<file path="src/core/pmrs_pkg.sv">
// Constants, types and state codes of the power-mode and reset sequencer
package pmrs_pkg;

  // ****************************************
  // Timing
  // ****************************************
  localparam int CLK_PERIOD_NS    = 20;
  localparam int POR_TIME_NS      = 1300000;
  localparam int PLL_SETTLE_NS    = 100000;
  localparam int POR_CYCLES       = POR_TIME_NS / CLK_PERIOD_NS;
  localparam int PLL_CYCLES       = PLL_SETTLE_NS / CLK_PERIOD_NS;
  localparam int XTAL_CYCLES      = 32;
  localparam int CNT_W            = 17;

  // ****************************************
  // Register map
  // ****************************************
  localparam logic [11:0] CTRL_OFS   = 12'h000;
  localparam logic [11:0] CLKEN_OFS  = 12'h004;
  localparam logic [11:0] SLPTM_OFS  = 12'h008;
  localparam logic [11:0] STATUS_OFS = 12'h00c;
  localparam int CTRL_START_BIT  = 0;
  localparam int CTRL_ACTIVE_BIT = 1;
  localparam int CTRL_SLEEP_BIT  = 2;
  localparam int CTRL_FULL_BIT   = 3;
  localparam int STAT_BOOT_BIT   = 8;
  localparam int STAT_LOCK_BIT   = 9;
  localparam logic [31:0] CLKEN_RST = 32'hffffffff;
  localparam logic [31:0] SLPTM_RST = 32'h00000000;

  // ****************************************
  // Straps and states
  // ****************************************
  localparam logic [2:0] STRAP_FLASH = 3'h0;
  localparam logic [2:0] STRAP_USB   = 3'h6;

  typedef enum logic [7:0] {
    ST_OFF   = 8'h01,
    ST_POR   = 8'h02,
    ST_WAIT  = 8'h04,
    ST_PLL   = 8'h08,
    ST_LOAD  = 8'h10,
    ST_ACT   = 8'h20,
    ST_SLEEP = 8'h40,
    ST_WARM  = 8'h80
  } pmrs_state_t;

  typedef struct packed {
    logic full_speed;
    logic sleep_cmd;
    logic active_cmd;
    logic start_cmd;
  } pmrs_ctrl_t;

endpackage

</file>
<file path="src/core/pmrs_top.sv">
// Power-mode and reset sequencer with APB register slave
`timescale 1ns/100ps
module pmrs_top
  import pmrs_pkg::*;
#(
  parameter int NMOD        = 8,
  parameter int POR_CNT     = POR_CYCLES,
  parameter int PLL_CNT     = PLL_CYCLES,
  parameter int XTAL_CNT    = XTAL_CYCLES
) (
  input  wire logic              pclk,
  input  wire logic              presetn,
  input  wire logic              psel,
  input  wire logic              penable,
  input  wire logic              pwrite,
  input  wire logic [11:0]       paddr,
  input  wire logic [31:0]       pwdata,
  output logic [31:0]            prdata,
  output logic                   pready,
  output logic                   pslverr,
  input  wire logic              chip_power_enable_pin,
  input  wire logic              supply_ok,
  input  wire logic              host_wake,
  input  wire logic              boot_strap_bit2,
  input  wire logic              boot_strap_bit1,
  input  wire logic              boot_strap_bit0,
  input  wire logic [NMOD-1:0]   mod_sleep_req,
  output logic                   core_power_q,
  output logic                   sleep_clk_en_q,
  output logic                   xtal_en_q,
  output logic                   digital_phase_loop_en_q,
  output logic                   radio_en_q,
  output logic                   clk_full_speed_q,
  output logic                   code_load_state_q,
  output logic                   boot_usb_sel_q,
  output logic [NMOD-1:0]        mod_clk_en_q,
  output logic [NMOD-1:0]        mod_power_q,
  output logic [NMOD-1:0]        mod_rst_n_q
);

  // ****************************************
  // Resets
  // ****************************************
  // Enable pin low acts without a clock; bus side keeps answering
  logic sys_rst_n;
  assign sys_rst_n = presetn & chip_power_enable_pin;

  pmrs_state_t       state_q;
  pmrs_state_t       state_d;
  logic [CNT_W-1:0]  cnt_q;
  logic [31:0]       sleep_tmr_q;
  logic              lockout_q;
  logic [2:0]        strap_q;
  logic              strap_done_q;
  pmrs_ctrl_t        ctrl_q;
  logic [NMOD-1:0]   clken_q;
  logic [31:0]       slptm_q;
  logic              pready_q;
  logic              pslverr_q;
  logic [31:0]       prdata_q;
  logic              wr_en;
  logic              hit;
  logic              cnt_zero;
  logic              timer_hit;

  assign prdata  = prdata_q;
  assign pready  = pready_q;
  assign pslverr = pslverr_q;

  // ****************************************
  // APB slave
  // ****************************************
  // One wait state: ready follows the first access cycle
  assign wr_en = psel & penable & pready_q & pwrite & ~pslverr_q;
  assign hit   = (paddr == CTRL_OFS) | (paddr == CLKEN_OFS) |
                 (paddr == SLPTM_OFS) | (paddr == STATUS_OFS);

  always_ff @(posedge pclk or negedge presetn) begin
    if (!presetn) begin
      pready_q  <= 1'b0;
      pslverr_q <= 1'b0;
      prdata_q  <= 32'h00000000;
    end else begin
      pready_q  <= psel & penable & ~pready_q;
      pslverr_q <= psel & penable & ~pready_q & ~hit;
      prdata_q  <= 32'h00000000;
      if (psel && penable && !pready_q && !pwrite) begin
        case (paddr)
          CTRL_OFS:   prdata_q[CTRL_FULL_BIT] <= ctrl_q.full_speed;
          CLKEN_OFS:  prdata_q[NMOD-1:0] <= clken_q;
          SLPTM_OFS:  prdata_q <= slptm_q;
          STATUS_OFS: begin
            prdata_q[$bits(pmrs_state_t)-1:0] <= state_q;
            prdata_q[STAT_BOOT_BIT]           <= boot_usb_sel_q;
            prdata_q[STAT_LOCK_BIT]           <= lockout_q;
          end
          default:    prdata_q <= 32'h00000000;
        endcase
      end
    end
  end

  // Command bits are one-cycle pulses; full speed is a level
  always_ff @(posedge pclk or negedge sys_rst_n) begin
    if (!sys_rst_n) begin
      ctrl_q  <= '0;
      clken_q <= CLKEN_RST[NMOD-1:0];
      slptm_q <= SLPTM_RST;
    end else begin
      ctrl_q.start_cmd  <= 1'b0;
      ctrl_q.active_cmd <= 1'b0;
      ctrl_q.sleep_cmd  <= 1'b0;
      if (wr_en && paddr == CTRL_OFS) begin
        ctrl_q.start_cmd  <= pwdata[CTRL_START_BIT];
        ctrl_q.active_cmd <= pwdata[CTRL_ACTIVE_BIT];
        ctrl_q.sleep_cmd  <= pwdata[CTRL_SLEEP_BIT];
        ctrl_q.full_speed <= pwdata[CTRL_FULL_BIT];
      end
      if (wr_en && paddr == CLKEN_OFS) begin
        clken_q <= pwdata[NMOD-1:0];
      end
      if (wr_en && paddr == SLPTM_OFS) begin
        slptm_q <= pwdata;
      end
    end
  end

  // ****************************************
  // Boot straps
  // ****************************************
  // Caught by a clocked process after release, never by the reset
  always_ff @(posedge pclk or negedge sys_rst_n) begin
    if (!sys_rst_n) begin
      strap_q        <= STRAP_FLASH;
      strap_done_q   <= 1'b0;
      boot_usb_sel_q <= 1'b0;
    end else if (!strap_done_q) begin
      strap_q        <= {boot_strap_bit2, boot_strap_bit1, boot_strap_bit0};
      strap_done_q   <= 1'b1;
      boot_usb_sel_q <= ({boot_strap_bit2, boot_strap_bit1, boot_strap_bit0} == STRAP_USB);
    end
  end

  // ****************************************
  // Sequencer
  // ****************************************
  assign cnt_zero  = (cnt_q == '0);
  assign timer_hit = (slptm_q != 32'h00000000) && (sleep_tmr_q == 32'h00000000);

  always_comb begin
    state_d = state_q;
    case (state_q)
      ST_OFF:   if (supply_ok && !lockout_q) state_d = ST_POR;
      ST_POR:   if (cnt_zero) state_d = ST_WAIT;
      ST_WAIT:  if (ctrl_q.start_cmd) state_d = ST_PLL;
      ST_PLL:   if (cnt_zero) state_d = ST_LOAD;
      ST_LOAD:  if (ctrl_q.active_cmd) state_d = ST_ACT;
      ST_ACT:   if (ctrl_q.sleep_cmd) state_d = ST_SLEEP;
      ST_SLEEP: if (host_wake || timer_hit) state_d = ST_WARM;
      ST_WARM:  if (cnt_zero && xtal_en_q && digital_phase_loop_en_q) state_d = ST_ACT;
      default:  state_d = ST_OFF;
    endcase
    if (state_q != ST_OFF && !supply_ok) begin
      state_d = ST_OFF;
    end
  end

  always_ff @(posedge pclk or negedge sys_rst_n) begin
    if (!sys_rst_n) begin
      state_q   <= ST_OFF;
      lockout_q <= 1'b0;
    end else begin
      state_q <= state_d;
      if (state_q != ST_OFF && !supply_ok) begin
        lockout_q <= 1'b1;
      end
    end
  end

  // Settle counter; warm-up runs the crystal wait then the loop wait
  always_ff @(posedge pclk or negedge sys_rst_n) begin
    if (!sys_rst_n) begin
      cnt_q <= CNT_W'(POR_CNT - 1);
    end else if (state_d != state_q) begin
      case (state_d)
        ST_POR:  cnt_q <= CNT_W'(POR_CNT - 1);
        ST_PLL:  cnt_q <= CNT_W'(PLL_CNT - 1);
        ST_WARM: cnt_q <= CNT_W'(XTAL_CNT - 1);
        default: cnt_q <= '0;
      endcase
    end else if (state_q == ST_WARM && cnt_zero && !digital_phase_loop_en_q) begin
      cnt_q <= CNT_W'(PLL_CNT - 1);
    end else if (!cnt_zero) begin
      cnt_q <= cnt_q - 1'b1;
    end
  end

  // Sleep timer loads on entry and counts down while asleep
  always_ff @(posedge pclk or negedge sys_rst_n) begin
    if (!sys_rst_n) begin
      sleep_tmr_q <= SLPTM_RST;
    end else if (state_q != ST_SLEEP) begin
      sleep_tmr_q <= slptm_q;
    end else if (sleep_tmr_q != 32'h00000000) begin
      sleep_tmr_q <= sleep_tmr_q - 1'b1;
    end
  end

  // ****************************************
  // Power, clock and reset outputs
  // ****************************************
  // Crystal rises in the POR window so the clock settles in time
  always_ff @(posedge pclk or negedge sys_rst_n) begin
    if (!sys_rst_n) begin
      core_power_q            <= 1'b0;
      sleep_clk_en_q          <= 1'b0;
      xtal_en_q               <= 1'b0;
      digital_phase_loop_en_q <= 1'b0;
      radio_en_q              <= 1'b0;
      clk_full_speed_q        <= 1'b0;
      code_load_state_q       <= 1'b0;
    end else begin
      core_power_q      <= (state_d != ST_OFF);
      sleep_clk_en_q    <= (state_d != ST_OFF);
      xtal_en_q         <= (state_d != ST_OFF) && (state_d != ST_SLEEP);
      digital_phase_loop_en_q <= xtal_en_q && (state_d == ST_PLL || state_d == ST_LOAD ||
                                 state_d == ST_ACT || (state_d == ST_WARM && state_q == ST_WARM &&
                                 (cnt_zero || digital_phase_loop_en_q)));
      radio_en_q        <= (state_d == ST_ACT);
      // Crystal clock until code load or active and host asks for speed
      clk_full_speed_q  <= ctrl_q.full_speed && (state_d == ST_LOAD || state_d == ST_ACT);
      code_load_state_q <= (state_d == ST_LOAD);
    end
  end

  // Per-module gating: register enable and module sleep request
  always_ff @(posedge pclk or negedge sys_rst_n) begin
    if (!sys_rst_n) begin
      mod_clk_en_q <= '0;
      mod_power_q  <= '0;
      mod_rst_n_q  <= '0;
    end else begin
      mod_clk_en_q <= (state_d == ST_ACT || state_d == ST_LOAD) ?
                      (clken_q & ~mod_sleep_req) : '0;
      mod_power_q  <= (state_d == ST_OFF || state_d == ST_POR || state_d == ST_WAIT) ? '0 :
                      (state_d == ST_SLEEP) ? ~mod_sleep_req : {NMOD{1'b1}};
      // Held through sleep so state is kept; released once clocks stable
      mod_rst_n_q  <= (state_d == ST_LOAD || state_d == ST_ACT || state_d == ST_SLEEP ||
                       state_d == ST_WARM) ? {NMOD{1'b1}} : '0;
    end
  end
endmodule

</file>
<file path="config.mk">
export PLATFORM = sky130hd
export DESIGN_NAME = pmrs_top
export DESIGN_NICKNAME = d
export VERILOG_FILES = /design/src/core/pmrs_pkg.sv /design/src/core/pmrs_top.sv
export SDC_FILE = /design/constraint.sdc
export NUM_CORES = 1
export LEC_CHECK = 0
export ABC_AREA = 1
export BUFFER_PORTS_ARGS = -buffer_cell sky130_fd_sc_hd__buf_2
export CELL_PAD_IN_SITES_DETAIL_PLACEMENT = 0
export CELL_PAD_IN_SITES_GLOBAL_PLACEMENT = 1
export CORE_MARGIN = 4
export CORE_UTILIZATION = 38
export CTS_CLUSTER_SIZE = 12
export DETAILED_ROUTE_END_ITERATION = 7
export PLACE_DENSITY = 0.85
export SLEW_MARGIN = 20
export SYNTH_ARGS = -nofsm -noshare
export SYNTH_HDL_FRONTEND = slang
export SYNTH_SLANG_ARGS = --single-unit
export TNS_END_PERCENT = 1
</file>
<file path="constraint.sdc">
create_clock -name pclk -period 3.7 [get_ports pclk]
set_input_delay 0.185 -clock pclk [delete_from_list [all_inputs] [get_ports pclk]]
set_output_delay 0.185 -clock pclk [all_outputs]
set_load 0.02 [all_outputs]
</file>
==> flow_metrics.py, run 1 <==
metrics = {
    "yosys": {
        "yosysWarnings": 0,
        "async_flop_share_pct": 100.0,
        "synthFlopType": "dfrtp_1",
        "synthCells": 943,
        "ys_types": 46,
        "synth-edff-count": 0,
        "syn_area_per_cell_um2": 8.431,
        "postSynthNetCount": 1010,
        "seq_area_frac_synth_pct": 51.02,
        "synth.ff_latch_count": 161,
        "netlist_area_mm2": 0.007950,
    },
    "routing": {
        "via_per_inst": 4.872,
        "drt_wl_total_mm": 20.52,
        "via_count": 6743,
        "dr.pass1.iters": 5,
        "final_antenna_net_count": 0,
        "routedWlPerCell_um": 14.83,
        "drcViolationCount": 0,
        "drtIter0Drc": 414,
    },
    "setup_path": {
        "cpMostUsedCell": "nand2_1",
        "worstSetupPathType": "flip-flop to flip-flop",
        "crit_slowest_cell": "nor2_2",
        "critPathMaxFanout": 20,
        "slowest_delay_ns": 0.64,
        "worstPathRequired_ns": 4.05,
        "end_kind": "flip-flop",
        "worstPathCellList": "nor2_1 > nand4_1 > clkinv_1 > nand3_1 > nand2_1 > nand2_1 > nand2_1 > nand2_1 > nor2_2 > nand3_2 > clkinv_1 > a21oi_1",
        "crit_arrival_ns": 3.62,
        "start_kind": "flip-flop",
        "ff2ff_path_depth": 12,
    },
    "die": {
        "die_w_um": 152.6,
        "core_mm2": 0.02043,
        "die-area_mm2": 0.02330,
        "die_h_um": 152.6,
        "start_util_pct": 38.91,
        "pin_count": 129,
        "rows": 52,
    },
    "clock_tree": {
        "post-cts-setup-buffers": 0,
        "clock_latency_ns": 0.43,
        "ctsResizeCount": 0,
        "cts_max_path_buffers": 2,
        "cts_buffers": 17,
        "cts_tree": "done",
        "cts_root_buffer": "clkbuf_16",
        "clk_pin_slew_worst_paths_ns": 0.06,
        "cts_num_sinks": 161,
        "h-tree-depth": 4,
    },
    "power": {
        "pwr-share-comb_pct": 3.6,
        "p_clk_share_pct": 46.6,
        "p_int_mw": 2.749,
        "p_leak_nw": 5.475,
        "p_switching_uw": 793.8,
        "seq_power_share_pct": 49.9,
        "max-vdd-ir-drop_mv": 0.3367,
        "p_per_area_mw_per_mm2": 364.9,
        "netSwitchingFraction_pct": 22.41,
    },
    "global_route": {
        "grt_use_total_pct": 18.00,
        "antenna_found_initial": 0,
        "grt_pass1_wl_mm": 34.34,
        "grt-ovfl-total": 0,
        "grt_max_degree": 51,
        "grt_pass1_vias": 6774,
    },
    "place": {
        "hpwl_mm": 15.38,
        "pre_cts_ws_ns": 0.5126,
        "io_buffers": 128,
        "place_congestion": 0.8836,
    },
    "timing": {
        "finalSetupViolations": 0,
        "post-route-period-util_pct": 88.22,
        "slew_headroom_pct": 29.40,
        "fmax_mhz": 306.4,
        "hold_violations": 0,
        "worst_slack_ns": 0.4359,
        "clock_skew_ns": 0.01270,
        "final.setup.tns_ns": 0,
        "tightest_slew_ns": 1.056,
        "period_needed_ns": 3.264,
        "maxSlewViolCount": 0,
        "rsz0062_at_grt": "false",
    },
    "final_layout": {
        "num_antenna_cells": 0,
        "finalNetCount": 1168,
        "drive_gt1_share_pct": 23.16,
        "area_delta_synth_final_pct": 22.11,
        "fillers": 1978,
    },
    "status": {
        "status": "complete, no violations",
    },
    "run": {
        "cap_viol_max_count": 0,
    },
    "hold_path": {
        "hold_depth": 2,
        "hp-class": "primary input to flip-flop",
    },
}
## kinds of logic (layout without fill, tap and decap cells)
group / count (synthesis) / in the layout / synth area share [%]
adders and majority gates: 4 / 4 / 0.6295
buffers and inverters: 174 / 345 / 8.939
other: 1 / 1 / 0.04717
and+or+nand+nor: 445 / 445 / 25.09
muxes: 24 / 24 / 3.399
xor gates and xnor gates: 31 / 31 / 3.415
AOI/OAI and AO/OA: 103 / 103 / 7.460
DFF: 161 / 161 / 51.02
## stage by stage
stage	hold slack (ns)	total power [mW]	cell area (µm²)	util [%]	instances
CTS	0.0003098	3.583	9708	47.52	1384
floorplan	-0.1106	1.836	7950	-	943
global placement	0.2777	1.901	8848	43.31	1321
global route	0.006645	3.669	9708	47.52	1384
finish	0.01060	3.543	9708	47.52	1384
detailed placement	0.2786	1.902	8848	43.31	1321
## critical path: cells and delay by family, from the launching register on
kind / cells / cell delay (ns)
and+or+nand+nor: 9 / 2.28
DFF: 1 / 0.43
buffers and inverters: 2 / 0.41
AOI/OAI and AO/OA: 1 / 0.06
## power groups by stage
stage	combinational, mW	clock (mW)	sequential [mW]
finish	0.126	1.65	1.77
global route	0.145	1.76	1.77
CTS	0.130	1.69	1.77
detailed placement	0.104	0	1.80
global placement	0.103	0	1.80
floorplan	0.0360	0	1.80
## timing repair
item / in CTS / in global routing
hold buffers: 31 / 0
hold endpoints to repair: 99 / 0
endpoints found under the setup margin: 0 / 0
## layer usage
layer  vias up  GRT usage, %  part of all wire (%)
li1       3317             -                     -
met1      3215         25.34                    47
met2       186         28.81                    47
met3        25         3.380                   4.9
met4         0         4.625                   1.3
met5         -             0                     0
## synth_stat cells, types with 13 or more instances
cell type  instances  share of area (%)
nand4_1           16                1.3
o22ai_1           28                2.2
inv_2             15               0.71
dfrtp_1          139                 44
a21oi_1           23                1.4
nor2_1           117                5.5
xor2_1            16                1.8
nand2_2           13                1.0
mux2_2            19                2.7
dfstp_2           22                7.3
clkbuf_1          14               0.66
o21ai_0           37                2.3
inv_1            124                5.9
nand3_1           44                2.8
xnor2_1           15                1.7
nor3_1            37                2.3
nand2_1          189                8.9
## cell usage in the layout, fill, tap and decap left out, types with 22 or more instances in the layout
cell type,n
buf_2,128
nor3_1,37
o22ai_1,28
dfrtp_1,139
inv_1,123
dlygate4sd3_1,31
nand2_1,189
nand3_1,44
a21oi_1,23
o21ai_0,37
dfstp_2,22
nor2_1,117
## flip-flops by register name, indices dropped and copies added (netlist names), 4 cells and up
signal        count
mod_clk_en_q      8
cnt_q            17
sleep_tmr_q      32
prdata           32
slptm_q          32
mod_power_q       8
clken_q           8
state_q           8
ctrl_q            4
## path summary, 6_finish.rpt
path                                              from                 endpoint  slack, ns
worst max-delay path              state_q[4]$_DFF_PN0_     cnt_q[8]$_DFFE_PN1P_       0.44
min in group asynchronous                      presetn     prdata[25]$_DFF_PN0_       0.40
worst min-delay path                        pwdata[21]  slptm_q[21]$_DFFE_PN0P_       0.01
worst max register to register    state_q[4]$_DFF_PN0_     cnt_q[8]$_DFFE_PN1P_       0.44
worst min register to register  slptm_q[1]$_DFFE_PN0P_   slptm_q[1]$_DFFE_PN0P_       0.48
max in group asynchronous                      presetn     cnt_q[1]$_DFFE_PN1P_       1.87
## final cells by class
| cell class | instances | area, µm² | area share [%] |
|---|---|---|---|
| clock inverters | 12 | 112.6 | 1.160 |
| flip-flops and latches | 161 | 4056 | 41.78 |
| repair buffers | 169 | 1039 | 10.70 |
| inverters | 144 | 543.0 | 5.594 |
| multi-input cells | 608 | 3183 | 32.79 |
| clock buffers | 20 | 436.7 | 4.498 |
| well taps | 270 | 337.8 | 3.480 |
No activity file was read; power rests on OpenSTA's default activity.
==> run 2: changes to the inputs <==
--- a/config.mk
+++ b/config.mk
@@ -7,13 +7,11 @@
 export LEC_CHECK = 0
 export ABC_AREA = 1
 export BUFFER_PORTS_ARGS = -buffer_cell sky130_fd_sc_hd__buf_2
-export CELL_PAD_IN_SITES_DETAIL_PLACEMENT = 0
-export CELL_PAD_IN_SITES_GLOBAL_PLACEMENT = 1
 export CORE_MARGIN = 4
-export CORE_UTILIZATION = 38
+export CORE_UTILIZATION = 40
 export CTS_CLUSTER_SIZE = 12
 export DETAILED_ROUTE_END_ITERATION = 7
-export PLACE_DENSITY = 0.85
+export PLACE_DENSITY = 0.71
 export SLEW_MARGIN = 20
 export SYNTH_ARGS = -nofsm -noshare
 export SYNTH_HDL_FRONTEND = slang
==> flow_metrics.py, run 2 (synthesis gave the netlist of run 1 again) <==
metrics = {
    "status": {
        "status": "complete, no violations",
    },
    "routing": {
        "drtIter0Drc": 462,
        "drcViolationCount": 0,
        "dr.pass1.iters": 5,
        "final_antenna_net_count": 0,
        "via_count": 6761,
        "routedWlPerCell_um": 14.39,
        "drt_wl_total_mm": 19.87,
        "via_per_inst": 4.896,
    },
    "timing": {
        "finalSetupViolations": 0,
        "hold_violations": 0,
        "post-route-period-util_pct": 71.52,
        "rsz0062_at_grt": "false",
        "clock_skew_ns": 0.01281,
        "final.setup.tns_ns": 0,
        "fmax_mhz": 377.9,
        "period_needed_ns": 2.646,
        "slew_headroom_pct": 40.65,
        "maxSlewViolCount": 0,
        "tightest_slew_ns": 0.8869,
    },
    "global_route": {
        "grt_pass1_vias": 6579,
        "grt-ovfl-total": 0,
        "grt_use_total_pct": 18.31,
        "antenna_found_initial": 0,
        "grt_max_degree": 78,
        "grt_pass1_wl_mm": 32.52,
    },
    "die": {
        "rows": 51,
        "die_h_um": 149.0,
        "die_w_um": 149.0,
        "core_mm2": 0.01953,
        "pin_count": 129,
        "start_util_pct": 40.72,
        "die-area_mm2": 0.02220,
    },
    "final_layout": {
        "instances_no_fill": 1381,
        "fillers": 1865,
        "drive_gt1_share_pct": 23.12,
        "postLayoutCellArea_mm2": 0.009737,
        "fin_util_pct": 49.87,
        "mostFrequentLayoutCell": "nand2_1",
        "area_delta_synth_final_pct": 22.47,
        "num_antenna_cells": 0,
        "finalNetCount": 1170,
        "mostFrequentLayoutCells": "189 x nand2_1, 139 x dfrtp_1, 128 x buf_2",
    },
    "place": {
        "dp_cells": 1315,
        "hpwl_mm": 14.57,
        "placed_area_mm2": 0.008835,
        "io_buffers": 128,
        "place_congestion": 0.8942,
    },
    "clock_tree": {
        "clk_pin_slew_worst_paths_ns": 0.07,
        "ctsResizeCount": 0,
        "cts_tree": "done",
        "ctsHoldBuffers": 32,
        "post-cts-setup-buffers": 0,
        "cts_max_path_buffers": 2,
        "h-tree-depth": 4,
        "cts_num_sinks": 161,
        "cts_buffers": 17,
        "clock_latency_ns": 0.44,
        "cts_root_buffer": "clkbuf_16",
    },
    "power": {
        "max-vdd-ir-drop_mv": 0.3225,
        "p_per_area_mw_per_mm2": 367.2,
        "power_mw": 3.575,
        "p_leak_nw": 5.480,
    },
    "setup_path": {
        "ff2ff_path_depth": 16,
        "worstPathRequired_ns": 4.05,
        "start_kind": "flip-flop",
        "end_kind": "flip-flop",
        "worstSetupPathType": "flip-flop to flip-flop",
        "crit_arrival_ns": 3.00,
        "critPathMaxFanout": 20,
    },
    "hold_path": {
        "hp-class": "primary input to flip-flop",
        "hold_depth": 2,
    },
    "run": {
        "cap_viol_max_count": 0,
    },
}
[run 2: cell types whose count changed in the layout (fill, tap and decap cells not counted)]
cell	delta
clkinv_4	-3
dlygate4sd3_1	+3
inv_6	+3
clkinv_2	-2
clkinvlp_4	+2
buf_4	-1
clkbuf_1	-1
inv_8	+1
[run 2: routing by layer]
metal / wire [µm] / vias to the layer above / global-route usage (%) / share of wire (%)
li1: - / 3326 / - / -
met2: 9616 / 198 / 29.78 / 48
met4: 214 / 0 / 4.485 / 1.1
met3: 989 / 19 / 3.768 / 5.0
met1: 9047 / 3218 / 25.29 / 46
met5: 0 / - / 0 / 0
[run 2: path summary, 6_finish.rpt]
| check | endpoint | slack, ns | startpoint |
|---|---|---|---|
| setup / recovery | cnt_q[8]$_DFFE_PN1P_ | 1.05 | sleep_tmr_q[14]$_DFFE_PN0P_ |
| hold / removal | slptm_q[16]$_DFFE_PN0P_ | 0.02 | pwdata[16] |
| hold reg to reg | ctrl_q[3]$_DFFE_PN0P_ | 0.49 | ctrl_q[3]$_DFFE_PN0P_ |
| max in group asynchronous | cnt_q[12]$_DFFE_PN1P_ | 2.36 | presetn |
| setup reg to reg | cnt_q[8]$_DFFE_PN1P_ | 1.05 | sleep_tmr_q[14]$_DFFE_PN0P_ |
| min in group asynchronous | prdata[31]$_DFF_PN0_ | 0.36 | presetn |
[run 2: final cells by class]
type                    count  area [µm²]  share of cell area (%)
clock buffers              19       432.9                   4.446
clock inverters            13       128.9                   1.324
well taps                 265       331.6                   3.405
flip-flops and latches    161        4056                   41.66
inverters                 144       543.0                   5.577
repair buffers            171        1061                   10.90
multi-input cells         608        3183                   32.69
[run 2: worst max-delay path, cell delays in order, from the launching register on]
cell and delay (ns):
dfrtp_1 0.41, nor2_1 0.17, nand2_1 0.12, nor2_1 0.15, nand2_1 0.07, nor2_1 0.18, nand2_1 0.15, nand3_1 0.11
nand2_1 0.08, nand2_1 0.15, nand2_1 0.07, nand2_1 0.08, nor2_2 0.03, buf_4 0.20, nand3_2 0.23, clkinv_1 0.18
a21oi_1 0.17
[run 2: stage by stage]
step                hold slack (ns)  worst slack [ns]
CTS                        0.001283             1.062
floorplan                   -0.1106            0.1331
finish                      0.01520             1.054
global placement             0.3039             1.131
global route               0.008955            0.7858
detailed placement           0.3138             1.099
[run 2: report_power, final]
| part | internal (mW) | switching, mW | leakage, nW |
|---|---|---|---|
| registers | 1.76 | 0.00210 | 2.15 |
| logic | 0.0564 | 0.0713 | 3.07 |
| clock network | 0.939 | 0.742 | 0.263 |
